## src/hdl/pdf_pkg.sv

```systemverilog
// constants, types and decoders shared by the data validity failsafe block
package pdf_pkg;
  localparam int CLK_PERIOD_NS = 8;
  localparam int MS_NS         = 1000000;
  localparam int MS_CYCLES     = (MS_NS + CLK_PERIOD_NS - 1) / CLK_PERIOD_NS;

  localparam int N_IF        = 3;
  localparam int IF_SHIFT    = 0;
  localparam int IF_FIELDBUS = 1;
  localparam int IF_SERIAL   = 2;
  localparam int DATA_W      = 16;

  localparam logic [15:0] ADDR_IN_COUNT   = 16'h001f;
  localparam logic [15:0] ADDR_MOD_TYPE   = 16'h0020;
  localparam logic [15:0] ADDR_FS_CFG     = 16'h0021;
  localparam logic [15:0] ADDR_SHIFT_VAL  = 16'h0022;
  localparam logic [15:0] ADDR_SERIAL_VAL = 16'h0023;
  localparam logic [15:0] ADDR_FB_VAL     = 16'h0024;
  localparam logic [15:0] ADDR_CHAIN_CFG  = 16'h0025;

  localparam int         FS_FIELD_W    = 2;
  localparam logic [7:0] FS_CFG_MASK   = 8'h3f;
  localparam logic [7:0] FS_CFG_RST    = 8'h00;
  localparam logic [7:0] VAL_RST       = 8'h00;
  localparam logic [7:0] CHAIN_CFG_RST = 8'h03;
  localparam logic [7:0] CHAIN_CFG_MASK = 8'h07;
  localparam int         CHAIN_LED_BIT = 0;
  localparam int         CHAIN_IN_LSB  = 1;
  localparam logic [5:0] CHAIN_MAX     = 6'h20;

  localparam logic [1:0] LOSS_ZERO = 2'h0;
  localparam logic [1:0] LOSS_ONE  = 2'h1;
  localparam logic [1:0] LOSS_HOLD = 2'h2;

  // arbitrary neutral identification value
  localparam logic [7:0] MODULE_TYPE_DFLT = 8'h5a;

  typedef enum logic [2:0] {
    TMR_OFF  = 3'b001,
    TMR_RUN  = 3'b010,
    TMR_LOST = 3'b100
  } pdf_tmr_t;

  // loss behaviour field of one interface, fields packed from bit 0 upward
  function automatic logic [1:0] pdf_loss_field(input logic [7:0] cfg, input int idx);
    return cfg[FS_FIELD_W*idx +: FS_FIELD_W];
  endfunction

  // input chain registers held back for switches; code 11 reserves none
  function automatic logic [1:0] pdf_in_rsvd(input logic [1:0] code);
    return (code == 2'h1) ? 2'h1 : (code == 2'h2) ? 2'h3 : 2'h0;
  endfunction
endpackage

```

## src/hdl/pdf_valid_timer.sv

```systemverilog
// validity period timer of one input interface
`timescale 1ns/10ps
`default_nettype none
module pdf_valid_timer
  import pdf_pkg::*;
#(
  parameter int MS_CYC = MS_CYCLES
) (
  input  wire logic       clock,
  input  wire logic       arst_n,
  input  wire logic [7:0] period,
  input  wire logic       restart,
  output var  logic       lost
);
  localparam logic [31:0] SUB_LAST = 32'(MS_CYC - 1);

  pdf_tmr_t    state, next_state;
  logic [31:0] sub, next_sub;
  logic [7:0]  ms, next_ms;
  logic [7:0]  period_q;
  logic [31:0] elapsed, next_elapsed;
  logic [31:0] limit;
  logic        change;

  // a new period setting restarts the count so the timeout is exact
  assign change = (period != period_q);
  assign lost   = state[2];
  assign limit  = 32'(period_q) * 32'(MS_CYC);

  always_comb begin
    next_state = state;
    next_sub   = sub;
    next_ms    = ms;
    // helper count for the checks below, saturating so it never wraps
    next_elapsed = (restart || change) ? '0 : (&elapsed) ? elapsed : elapsed + 32'h1;
    if (restart || change) begin
      next_sub   = '0;
      next_ms    = '0;
      next_state = (period == 8'h00) ? TMR_OFF : TMR_RUN;
    end else begin
      unique case (state)
        TMR_OFF: begin
        end
        TMR_RUN: begin
          if (sub == SUB_LAST) begin
            next_sub = '0;
            if (ms + 8'h01 >= period_q) begin
              next_state = TMR_LOST;
            end else begin
              next_ms = ms + 8'h01;
            end
          end else begin
            next_sub = sub + 32'h1;
          end
        end
        TMR_LOST: begin
        end
      endcase
    end
  end

  always_ff @(posedge clock or negedge arst_n) begin
    if (!arst_n) begin
      state    <= TMR_OFF;
      sub      <= '0;
      ms       <= '0;
      period_q <= VAL_RST;
      elapsed  <= '0;
    end else begin
      state    <= next_state;
      sub      <= next_sub;
      ms       <= next_ms;
      period_q <= period;
      elapsed  <= next_elapsed;
    end
  end

  not_early_a: assert property (@(posedge clock) disable iff (!arst_n)
    (elapsed < limit) |-> !lost)
    else $error("interface flagged invalid before its period ran out");

  expire_a: assert property (@(posedge clock) disable iff (!arst_n)
    (period_q != 8'h00 && elapsed == limit && elapsed != 32'h0) |-> lost)
    else $error("interface not flagged invalid at period expiry");

  disabled_a: assert property (@(posedge clock) disable iff (!arst_n)
    (period == 8'h00) |=> !lost)
    else $error("unsupervised interface flagged invalid");

  fresh_a: assert property (@(posedge clock) disable iff (!arst_n)
    restart |=> !lost ##1 (!lost || !$past(restart)))
    else $error("fresh data did not clear the invalid flag");
endmodule
`default_nettype wire

```

## src/hdl/pdf_safe_out.sv

```systemverilog
// routed output word of one interface with its safe value on data loss
`timescale 1ns/10ps
`default_nettype none
module pdf_safe_out
  import pdf_pkg::*;
(
  input  wire logic              clock,
  input  wire logic              arst_n,
  input  wire logic              prod,
  input  wire logic [DATA_W-1:0] prod_data,
  input  wire logic              lost,
  input  wire logic [1:0]        mode,
  output var  logic [DATA_W-1:0] out_data
);
  logic [DATA_W-1:0] last, next_last;
  logic [DATA_W-1:0] next_out;

  always_comb begin
    next_last = prod ? prod_data : last;
    next_out  = next_last;
    if (lost) begin
      unique case (mode)
        LOSS_ONE:  next_out = '1;
        LOSS_HOLD: next_out = last;
        default:   next_out = '0;
      endcase
    end
  end

  always_ff @(posedge clock or negedge arst_n) begin
    if (!arst_n) begin
      last     <= '0;
      out_data <= '0;
    end else begin
      last     <= next_last;
      out_data <= next_out;
    end
  end

  safe_zero_a: assert property (@(posedge clock) disable iff (!arst_n)
    (lost && mode == LOSS_ZERO) |=> (out_data == '0))
    else $error("lost interface output not forced to zero");

  safe_one_a: assert property (@(posedge clock) disable iff (!arst_n)
    (lost && mode == LOSS_ONE) |=> (out_data == '1))
    else $error("lost interface output not forced to ones");

  safe_hold_a: assert property (@(posedge clock) disable iff (!arst_n)
    (lost && mode == LOSS_HOLD) |=> (out_data == $past(last)))
    else $error("lost interface output did not keep last data");
endmodule
`default_nettype wire

```

## src/hdl/pdf_failsafe.sv

```systemverilog
// process data validity failsafe: registers, timers and safe outputs
`timescale 1ns/10ps
`default_nettype none
module pdf_failsafe
  import pdf_pkg::*;
#(
  parameter int         MS_CYC      = MS_CYCLES,
  parameter logic [7:0] MODULE_TYPE = MODULE_TYPE_DFLT
) (
  input  wire logic                         clock,
  input  wire logic                         arst_n,
  input  wire logic [15:0]                  reg_addr,
  input  wire logic                         reg_wr,
  input  wire logic                         reg_rd,
  input  wire logic [15:0]                  reg_wdata,
  output var  logic [15:0]                  reg_rdata,
  output var  logic                         reg_rvalid,
  output var  logic                         reg_err,
  input  wire logic [N_IF-1:0]              prod,
  input  wire logic [N_IF-1:0][DATA_W-1:0]  prod_data,
  input  wire logic [5:0]                   chain_in_count,
  output var  logic [N_IF-1:0][DATA_W-1:0]  out_data,
  output var  logic [N_IF-1:0]              data_lost,
  output var  logic                         led_reg_rsvd,
  output var  logic [1:0]                   sw_reg_rsvd
);
  localparam int REG_LAT = 1;
  localparam int CFG_LAT = 2;

  // register file state
  logic [7:0]  fs_cfg, next_fs_cfg;
  logic [7:0]  val_ms      [N_IF];
  logic [7:0]  next_val_ms [N_IF];
  logic [7:0]  chain_cfg, next_chain_cfg;
  logic [15:0] next_rdata;
  logic        next_rvalid;
  logic        next_err;

  // status captured from the chain logic
  logic [5:0]  in_count, next_in_count;

  // chain assignment outputs
  logic        next_led;
  logic [1:0]  next_sw;

  // per interface loss code
  logic [1:0]  loss_mode [N_IF];

  // register writes and reads; a write wins if both strobes come together
  always_comb begin
    next_fs_cfg    = fs_cfg;
    next_val_ms    = val_ms;
    next_chain_cfg = chain_cfg;
    next_rdata     = reg_rdata;
    next_rvalid    = 1'b0;
    next_err       = 1'b0;
    if (reg_wr) begin
      case (reg_addr)
        ADDR_FS_CFG: begin
          next_fs_cfg = reg_wdata[7:0] & FS_CFG_MASK;
        end
        ADDR_SHIFT_VAL: begin
          next_val_ms[IF_SHIFT] = reg_wdata[7:0];
        end
        ADDR_SERIAL_VAL: begin
          next_val_ms[IF_SERIAL] = reg_wdata[7:0];
        end
        ADDR_FB_VAL: begin
          next_val_ms[IF_FIELDBUS] = reg_wdata[7:0];
        end
        ADDR_CHAIN_CFG: begin
          next_chain_cfg = reg_wdata[7:0] & CHAIN_CFG_MASK;
        end
        default: begin
          // read-only or unmapped: nothing stored
          next_err = 1'b1;
        end
      endcase
    end else if (reg_rd) begin
      next_rvalid = 1'b1;
      case (reg_addr)
        ADDR_IN_COUNT: begin
          next_rdata = {10'h000, in_count};
        end
        ADDR_MOD_TYPE: begin
          next_rdata = {8'h00, MODULE_TYPE};
        end
        ADDR_FS_CFG: begin
          next_rdata = {8'h00, fs_cfg};
        end
        ADDR_SHIFT_VAL: begin
          next_rdata = {8'h00, val_ms[IF_SHIFT]};
        end
        ADDR_SERIAL_VAL: begin
          next_rdata = {8'h00, val_ms[IF_SERIAL]};
        end
        ADDR_FB_VAL: begin
          next_rdata = {8'h00, val_ms[IF_FIELDBUS]};
        end
        ADDR_CHAIN_CFG: begin
          next_rdata = {8'h00, chain_cfg};
        end
        default: begin
          next_rdata = 16'h0000;
          next_err   = 1'b1;
        end
      endcase
    end
  end

  always_ff @(posedge clock or negedge arst_n) begin
    if (!arst_n) begin
      fs_cfg     <= FS_CFG_RST;
      val_ms     <= '{default: VAL_RST};
      chain_cfg  <= CHAIN_CFG_RST;
      reg_rdata  <= 16'h0000;
      reg_rvalid <= 1'b0;
      reg_err    <= 1'b0;
    end else begin
      fs_cfg     <= next_fs_cfg;
      val_ms     <= next_val_ms;
      chain_cfg  <= next_chain_cfg;
      reg_rdata  <= next_rdata;
      reg_rvalid <= next_rvalid;
      reg_err    <= next_err;
    end
  end

  // the chain logic may report more modules than the register can name
  always_comb begin
    next_in_count = (chain_in_count > CHAIN_MAX) ? CHAIN_MAX : chain_in_count;
  end

  always_ff @(posedge clock or negedge arst_n) begin
    if (!arst_n) begin
      in_count <= 6'h00;
    end else begin
      in_count <= next_in_count;
    end
  end

  // chain assignment, applied one cycle after the register changes
  always_comb begin
    next_led = chain_cfg[CHAIN_LED_BIT];
    next_sw  = pdf_in_rsvd(chain_cfg[CHAIN_IN_LSB +: 2]);
  end

  always_ff @(posedge clock or negedge arst_n) begin
    if (!arst_n) begin
      led_reg_rsvd <= 1'b0;
      sw_reg_rsvd  <= 2'h0;
    end else begin
      led_reg_rsvd <= next_led;
      sw_reg_rsvd  <= next_sw;
    end
  end

  // one timer and one safe output per interface
  for (genvar i = 0; i < N_IF; i++) begin : g_if
    assign loss_mode[i] = pdf_loss_field(fs_cfg, i);

    pdf_valid_timer #(
      .MS_CYC (MS_CYC)
    ) u_timer (
      .clock   (clock),
      .arst_n  (arst_n),
      .period  (val_ms[i]),
      .restart (prod[i]),
      .lost    (data_lost[i])
    );

    pdf_safe_out u_out (
      .clock     (clock),
      .arst_n    (arst_n),
      .prod      (prod[i]),
      .prod_data (prod_data[i]),
      .lost      (data_lost[i]),
      .mode      (loss_mode[i]),
      .out_data  (out_data[i])
    );
  end

  shift_field_a: assert property (@(posedge clock) disable iff (!arst_n)
    (reg_wr && reg_addr == ADDR_FS_CFG)
      |-> ##REG_LAT (loss_mode[IF_SHIFT] == $past(reg_wdata[1:0])))
    else $error("shift interface loss code not taken from bits 1..0");

  fb_field_a: assert property (@(posedge clock) disable iff (!arst_n)
    (reg_wr && reg_addr == ADDR_FS_CFG)
      |-> ##REG_LAT (loss_mode[IF_FIELDBUS] == $past(reg_wdata[3:2])))
    else $error("fieldbus loss code not taken from bits 3..2");

  serial_field_a: assert property (@(posedge clock) disable iff (!arst_n)
    (reg_wr && reg_addr == ADDR_FS_CFG)
      |-> ##REG_LAT (loss_mode[IF_SERIAL] == $past(reg_wdata[5:4]) && fs_cfg[7:6] == 2'h0))
    else $error("serial interface loss code not taken from bits 5..4");

  period_map_a: assert property (@(posedge clock) disable iff (!arst_n)
    (reg_wr && reg_addr == ADDR_SERIAL_VAL)
      |=> (val_ms[IF_SERIAL] == $past(reg_wdata[7:0]))
        && $stable(val_ms[IF_SHIFT]) && $stable(val_ms[IF_FIELDBUS]))
    else $error("serial period write did not land in its own setting");

  count_clamp_a: assert property (@(posedge clock) disable iff (!arst_n)
    (reg_rd && !reg_wr && reg_addr == ADDR_IN_COUNT)
      |=> reg_rvalid && !reg_err && reg_rdata <= {10'h000, CHAIN_MAX})
    else $error("input chain count read out of range");

  type_read_a: assert property (@(posedge clock) disable iff (!arst_n)
    (reg_rd && !reg_wr && reg_addr == ADDR_MOD_TYPE)
      |=> reg_rvalid && reg_rdata == {8'h00, MODULE_TYPE})
    else $error("module type read returned a wrong code");

  type_ro_a: assert property (@(posedge clock) disable iff (!arst_n)
    (reg_wr && reg_addr == ADDR_MOD_TYPE) |=> reg_err && $stable(fs_cfg))
    else $error("write to module type not refused");

  all_data_a: assert property (@(posedge clock) disable iff (!arst_n)
    (reg_wr && reg_addr == ADDR_CHAIN_CFG && reg_wdata[2:0] == 3'h0)
      |-> ##CFG_LAT (!led_reg_rsvd && sw_reg_rsvd == 2'h0))
    else $error("chain registers still reserved with assignment cleared");

  led_assign_a: assert property (@(posedge clock) disable iff (!arst_n)
    (reg_wr && reg_addr == ADDR_CHAIN_CFG)
      |-> ##CFG_LAT (led_reg_rsvd == $past(reg_wdata[0], 2)))
    else $error("lamp register assignment does not follow bit 0");

  sw_assign_a: assert property (@(posedge clock) disable iff (!arst_n)
    (reg_wr && reg_addr == ADDR_CHAIN_CFG && reg_wdata[2:1] == 2'h2)
      |-> ##CFG_LAT (sw_reg_rsvd == 2'h3))
    else $error("code 10 did not reserve input registers 0 and 1");

  fresh_out_a: assert property (@(posedge clock) disable iff (!arst_n)
    (prod[IF_SHIFT] && !data_lost[IF_SHIFT])
      |=> (out_data[IF_SHIFT] == $past(prod_data[IF_SHIFT])))
    else $error("valid production not passed to the output");

  shift_period_a: assert property (@(posedge clock) disable iff (!arst_n)
    (reg_wr && reg_addr == ADDR_SHIFT_VAL)
      |=> (val_ms[IF_SHIFT] == $past(reg_wdata[7:0]))
        && $stable(val_ms[IF_SERIAL]) && $stable(val_ms[IF_FIELDBUS]))
    else $error("shift period write did not land in its own setting");

  fb_period_a: assert property (@(posedge clock) disable iff (!arst_n)
    (reg_wr && reg_addr == ADDR_FB_VAL)
      |=> (val_ms[IF_FIELDBUS] == $past(reg_wdata[7:0]))
        && $stable(val_ms[IF_SHIFT]) && $stable(val_ms[IF_SERIAL]))
    else $error("fieldbus period write did not land in its own setting");

  chain_mask_a: assert property (@(posedge clock) disable iff (!arst_n)
    (reg_wr && reg_addr == ADDR_CHAIN_CFG)
      |=> (chain_cfg == ($past(reg_wdata[7:0]) & CHAIN_CFG_MASK)))
    else $error("chain assignment not stored as written");

  count_sat_a: assert property (@(posedge clock) disable iff (!arst_n)
    (chain_in_count > CHAIN_MAX)
      |=> (in_count == CHAIN_MAX))
    else $error("input chain count not held at its upper limit");

  count_read_a: assert property (@(posedge clock) disable iff (!arst_n)
    (reg_rd && !reg_wr && reg_addr == ADDR_IN_COUNT)
      |=> (reg_rdata == {10'h000, $past(in_count)}))
    else $error("input chain count read does not match the count");

  count_ro_a: assert property (@(posedge clock) disable iff (!arst_n)
    (reg_wr && reg_addr == ADDR_IN_COUNT)
      |=> reg_err && !reg_rvalid && $stable(chain_cfg) && $stable(fs_cfg))
    else $error("write to input chain count not refused");

  sw_one_a: assert property (@(posedge clock) disable iff (!arst_n)
    (reg_wr && reg_addr == ADDR_CHAIN_CFG && reg_wdata[2:1] == 2'h1)
      |-> ##CFG_LAT (sw_reg_rsvd == 2'h1))
    else $error("code 01 did not reserve input register 0 alone");

  sw_none_a: assert property (@(posedge clock) disable iff (!arst_n)
    (reg_wr && reg_addr == ADDR_CHAIN_CFG && reg_wdata[2:1] == 2'h0)
      |-> ##CFG_LAT (sw_reg_rsvd == 2'h0))
    else $error("code 00 still reserves an input register");

  // each interface's safe value must follow its own field, not a neighbour's
  for (genvar j = 0; j < N_IF; j++) begin : g_chk
    route_ones_a: assert property (@(posedge clock) disable iff (!arst_n)
      (data_lost[j] && loss_mode[j] == LOSS_ONE) |=> (out_data[j] == '1))
      else $error("safe ones not routed to the lost interface");

    route_zero_a: assert property (@(posedge clock) disable iff (!arst_n)
      (data_lost[j] && loss_mode[j] == LOSS_ZERO) |=> (out_data[j] == '0))
      else $error("safe zeros not routed to the lost interface");

    // a mode change while lost may move the word once, so only a steady mode counts
    route_hold_a: assert property (@(posedge clock) disable iff (!arst_n)
      (data_lost[j] && loss_mode[j] == LOSS_HOLD && $stable(loss_mode[j]))
        |=> $stable(out_data[j]))
      else $error("held output word moved while data was lost");
  end
endmodule
`default_nettype wire

```

## config.mk

```make
export PLATFORM = sky130hd
export DESIGN_NAME = pdf_failsafe
export DESIGN_NICKNAME = d
export VERILOG_FILES = /design/src/hdl/pdf_pkg.sv /design/src/hdl/pdf_valid_timer.sv /design/src/hdl/pdf_safe_out.sv /design/src/hdl/pdf_failsafe.sv
export SDC_FILE = /design/constraint.sdc
export NUM_CORES = 1
export LEC_CHECK = 0
export BUFFER_PORTS_ARGS = -buffer_cell sky130_fd_sc_hd__buf_2
export CAP_MARGIN = 10
export CORE_MARGIN = 2
export CORE_UTILIZATION = 48
export DETAILED_ROUTE_END_ITERATION = 6
export HOLD_SLACK_MARGIN = 0.08
export PLACE_DENSITY_LB_ADDON = 0.2
export SYNTH_ARGS = -nofsm -noshare
export SYNTH_HDL_FRONTEND = slang
export SYNTH_SLANG_ARGS = --single-unit
```

## constraint.sdc

```tcl
create_clock -name clock -period 3.9 [get_ports clock]
set_input_delay 0.585 -clock clock [delete_from_list [all_inputs] [get_ports clock]]
set_output_delay 0.585 -clock clock [all_outputs]
set_load 0.02 [all_outputs]
```

==> report_table.html <==
<table>
<tr><th>Metric</th><th>Value</th></tr>
<tr><th colspan="2">Outcome</th></tr>
<tr><td>Run status</td><td>completed</td></tr>
<tr><th colspan="2">Synthesis</th></tr>
<tr><td>Yosys warning count</td><td>0</td></tr>
<tr><td>Summed instance area of the synthesized netlist</td><td>0.01478 sq mm</td></tr>
<tr><td>Unique masters post-synth</td><td>64</td></tr>
<tr><td>Total of flip-flops plus latches after synthesis</td><td>between 300 and 400</td></tr>
<tr><td>Share of synthesized flip-flops with an asynchronous set or reset</td><td>100.0%</td></tr>
<tr><td>Fraction of the yosys area taken by sequential cells</td><td>roughly 51%</td></tr>
<tr><td>Average cell area after synthesis</td><td>10.34 sq um</td></tr>
<tr><td>Synth area leaders</td><td>sky130_fd_sc_hd__dfrtp_1, sky130_fd_sc_hd__mux2_2, sky130_fd_sc_hd__xnor2_1</td></tr>
<tr><td>Largest area contributor in the netlist</td><td>sky130_fd_sc_hd__dfrtp_1</td></tr>
<tr><td>Number of standard cells after synthesis</td><td>1429</td></tr>
<tr><td>Most used DFF post-synth</td><td>sky130_fd_sc_hd__dfrtp_1</td></tr>
<tr><td>Post-synth EDFFs</td><td>0</td></tr>
<tr><td>Proportion of netlist area held by the largest area contributor</td><td>between 50 and 60%</td></tr>
<tr><th colspan="2">Route</th></tr>
<tr><td>Number of DRC violations after detailed routing</td><td>0</td></tr>
<tr><td>Number of vias per cell</td><td>between 5 and 6</td></tr>
<tr><td>Post-route antenna net violation count</td><td>0</td></tr>
<tr><td>Average wire length per cell after detail routing</td><td>16.35 microns</td></tr>
<tr><td>Routed Wire Length</td><td>32290 microns</td></tr>
<tr><td>First-pass detailed-route iteration total</td><td>5</td></tr>
<tr><td>Routed via count</td><td>~11k</td></tr>
<tr><td>Starting DRC count in detailed routing</td><td>about 660</td></tr>
<tr><th colspan="2">Timing</th></tr>
<tr><td>Fin. Hold Viols</td><td>0</td></tr>
<tr><td>Shortest clock period the worst path allows after layout</td><td>between 2 and 3 ns</td></tr>
<tr><td>Smallest setup slack after layout</td><td>just over 0.9 ns</td></tr>
<tr><td>Slew Viols, Final</td><td>0</td></tr>
<tr><td>Final hold slack</td><td>between 0.1 and 0.15 ns</td></tr>
<tr><td>Setup TNS Final</td><td>0 ns</td></tr>
<tr><td>Post-Route Skew</td><td>~0.015 ns</td></tr>
<tr><td>Slew headroom</td><td>approximately 33%</td></tr>
<tr><td>Setup-failing EPs final</td><td>0</td></tr>
<tr><td>Achievable Freq</td><td>between 300 and 400 MHz</td></tr>
<tr><td>RSZ-0062 raised after global routing</td><td>no</td></tr>
<tr><td>Fin crit share</td><td>between 70% and 80%</td></tr>
<tr><td>Slew @ Worst Pin</td><td>roughly 1 ns</td></tr>
<tr><th colspan="2">Floorplan</th></tr>
<tr><td>Area of the die</td><td>approximately 0.032 sq mm</td></tr>
<tr><td>Std-Cell Rows</td><td>between 60 and 70</td></tr>
<tr><td>Num ports</td><td>between 150 and 200</td></tr>
<tr><td>Area inside the core boundary</td><td>0.03043 sq mm</td></tr>
<tr><td>Die width</td><td>about 180 microns</td></tr>
<tr><td>Die Y-Extent</td><td>between 150 and 200 microns</td></tr>
<tr><td>Initial core utilization</td><td>48.56%</td></tr>
<tr><th colspan="2">Layout</th></tr>
<tr><td>Area of the multi-input gates</td><td>between 0.006 and 0.007 sq mm</td></tr>
<tr><td>Leading cell type in the layout, fill and taps excluded</td><td>sky130_fd_sc_hd__dfrtp_1</td></tr>
<tr><td>Share of layout cells above drive strength 1</td><td>between 20% and 30%</td></tr>
<tr><td>Most frequent cells in the layout</td><td>sky130_fd_sc_hd__dfrtp_1, sky130_fd_sc_hd__buf_2, sky130_fd_sc_hd__nor2_1</td></tr>
<tr><td>Layout Area Growth over Synthesis</td><td>15.00%</td></tr>
<tr><td>Sequential cell area</td><td>between 0.007 and 0.008 sq mm</td></tr>
<tr><td>Final-stage net count</td><td>roughly 1.7k</td></tr>
<tr><td>Count of filler cells inserted in the layout</td><td>2688</td></tr>
<tr><th colspan="2">Global route</th></tr>
<tr><td>Total global routing overflow</td><td>0</td></tr>
<tr><td>Number of antenna violations at the first check in global routing</td><td>1</td></tr>
<tr><td>First-pass GRT wire length</td><td>54430 microns</td></tr>
<tr><td>Maximum number of pins on one net before global-route repair</td><td>slightly above 100</td></tr>
<tr><td>GRT Overall Usage</td><td>approximately a fifth</td></tr>
<tr><td>Vias in the first global route</td><td>about 11k</td></tr>
<tr><th colspan="2">Placed design</th></tr>
<tr><td>Total of buffers placed on input and output ports</td><td>148</td></tr>
<tr><td>Estimated wirelength of the detail-placed design</td><td>roughly 22000 microns</td></tr>
<tr><td>GP Congestion</td><td>approximately 0.82</td></tr>
<tr><td>Place WS</td><td>0.9187 ns</td></tr>
<tr><th colspan="2">Clocking</th></tr>
<tr><td>Clock net sink count</td><td>between 300 and 400</td></tr>
<tr><td>Total clock buffers created by CTS</td><td>34</td></tr>
<tr><td>Max clock buf depth</td><td>3</td></tr>
<tr><td>Post-CTS Resized</td><td>0</td></tr>
<tr><td>Total number of H-tree levels</td><td>2</td></tr>
<tr><td>CTS tree</td><td>done</td></tr>
<tr><td>CTS clock-pin slew for the worst setup and hold paths</td><td>0.06 ns</td></tr>
<tr><td>Hold-fix buffers, CTS</td><td>0</td></tr>
<tr><td>Clock insertion delay at the later pin of the skew report</td><td>0.51 ns</td></tr>
<tr><td>CTS root buffer</td><td>sky130_fd_sc_hd__clkbuf_16</td></tr>
<tr><td>Setup fix buffers added after clock tree synthesis</td><td>0</td></tr>
<tr><th colspan="2">Pwr</th></tr>
<tr><td>Portion of total power attributed to combinational logic</td><td>roughly 6.4%</td></tr>
<tr><td>Portion of total power attributed to the clock network</td><td>between 40% and 50%</td></tr>
<tr><td>Static Leak</td><td>approximately 0.0075 uW</td></tr>
<tr><td>Part of the total power dissipated in sequential elements</td><td>a little under half</td></tr>
<tr><td>Sw Ratio</td><td>between 20% and 30%</td></tr>
<tr><td>Switching power</td><td>around 1600 uW</td></tr>
<tr><td>Pint</td><td>around 5400 uW</td></tr>
<tr><td>Peak supply drop</td><td>approximately 0.00029 V</td></tr>
<tr><td>Total power divided by cell area</td><td>414.1 mW/mm^2</td></tr>
<tr><th colspan="2">Critical path</th></tr>
<tr><td>CP max FO</td><td>14</td></tr>
<tr><td>Setup slack of the worst register-to-register path</td><td>around 0.93 ns</td></tr>
<tr><td>Critical Path Start Type</td><td>register</td></tr>
<tr><td>Data required, critical path</td><td>around 4.3 ns</td></tr>
<tr><td>Data arrival time at the worst-slack endpoint</td><td>about 3.4 ns</td></tr>
<tr><td>Capturing element type of the critical path</td><td>register</td></tr>
<tr><td>CP Class</td><td>register to register</td></tr>
<tr><th colspan="2">Hold path</th></tr>
<tr><td>Class of the most critical hold timing path</td><td>input port to async pin</td></tr>
<tr><th colspan="2">Flow run</th></tr>
<tr><td>Max cap viols</td><td>0</td></tr>
</table>
[routing by layer]
layer | GRT usage (%) | wire length [microns] | up-vias
met5 | 0 | 0 | -
met4 | 4.780 | 592 | 0
met3 | 2.877 | 1021 | 43
met2 | 32.93 | 15390 | 161
met1 | 28.11 | 15300 | 5357
li1 | - | - | 5259
[power groups by stage]
stage / Clock [uW] / Sequential [uW] / Combinational (uW)
floorplan: 0 / 3390 / 183
global placement: 0 / 3330 / 449
detailed placement: 0 / 3330 / 457
CTS: 3400 / 3280 / 459
global route: 3520 / 3290 / 498
finish: 3310 / 3280 / 449
[through the flow]
| step | instance area (sq um) | utilization (%) | cells | power (uW) |
|---|---|---|---|---|
| after detailed placement | 15820 | 51.99 | 1915 | 3789 |
| after floorplan | 14800 | - | 1436 | 3572 |
| after CTS | 16990 | 55.83 | 1974 | 7133 |
| after global placement | 15820 | 51.99 | 1915 | 3776 |
| final | 16990 | 55.84 | 1975 | 7037 |
| after global routing | 16990 | 55.84 | 1975 | 7308 |
[critical path: stages (launching register included)]
cell	delay, ns
sky130_fd_sc_hd__dfrtp_1	0.43
sky130_fd_sc_hd__or4_1	0.55
sky130_fd_sc_hd__or3_1	0.34
sky130_fd_sc_hd__nor4_1	0.48
sky130_fd_sc_hd__o211ai_1	0.47
sky130_fd_sc_hd__or3_1	0.45
sky130_fd_sc_hd__a21oi_1	0.16
[area by class of cell]
type,count,area share (%)
flip-flops and latches,301,44.37
multi-input cells,1007,39.63
repair buffers,159,5.052
clock buffers,49,5.935
clock inverters,10,0.9352
diodes,1,0.01473
well taps,396,2.916
inverters,52,1.149
[registers in the layout (all words and copies together) (netlist names)]
name and flops:
g_if.u_timer.state 9, val_ms 24, reg_rvalid 1, g_if.u_out.last 48, chain_cfg 3, in_count 6, g_if.u_timer.sub 96, fs_cfg 6
reg_err 1, g_if.u_timer.ms 24, sw_reg_rsvd 2, g_if.u_out.out_data 48, reg_rdata 8, g_if.u_timer.period_q 24, led_reg_rsvd 1
[cell usage after synthesis (all sizes together) (4+ instances only)]
cell type / n
a211oi: 7
a21o: 6
a21oi: 87
a221oi: 5
a22oi: 4
a31oi: 4
and2: 7
and3: 14
and4: 7
buf: 25
clkbuf: 51
dfrtp: 296
dfstp: 5
ha: 37
inv: 52
mux2: 83
mux2i: 6
nand2: 69
nand2b: 62
nand3: 63
nand4: 28
nor2: 114
nor2b: 9
nor3: 35
nor3b: 10
nor4: 36
nor4b: 10
o21ai: 86
o31ai: 8
or2: 5
or3: 31
or4: 15
xnor2: 76
xor2: 47
[kinds of logic after synthesis]
| group | count (synthesis) | synth area share (%) |
|---|---|---|
| other | 1 | 0.02538 |
| AO/OA/AOI/OAI | 225 | 8.671 |
| flip-flops | 301 | 51.02 |
| adder cells (fa/ha/maj) | 37 | 3.133 |
| XOR/XNOR | 123 | 7.291 |
| AND/OR/NAND/NOR | 525 | 19.43 |
| buffers and inverters | 128 | 3.641 |
| multiplexers | 89 | 6.783 |
[final timing paths]
kind | cells past startpoint | from | to
worst max-delay path | 6 | g_if[2].u_timer.sub[22]$_DFFE_PN0P_ | g_if[2].u_timer.ms[5]$_DFFE_PN0P_
max in group asynchronous | 2 | arst_n | chain_cfg[1]$_DFFE_PN1P_
min in group clock | 1 | chain_in_count[5] | in_count[5]$_DFF_PN0_
worst min-delay path | 1 | arst_n | g_if[0].u_out.last[6]$_DFF_PN0_
worst max register to register | 6 | g_if[2].u_timer.sub[22]$_DFFE_PN0P_ | g_if[2].u_timer.ms[5]$_DFFE_PN0P_
worst min register to register | 0 | chain_cfg[0]$_DFFE_PN1P_ | led_reg_rsvd$_DFF_PN0_
Power figures use the tool's default switching activity.
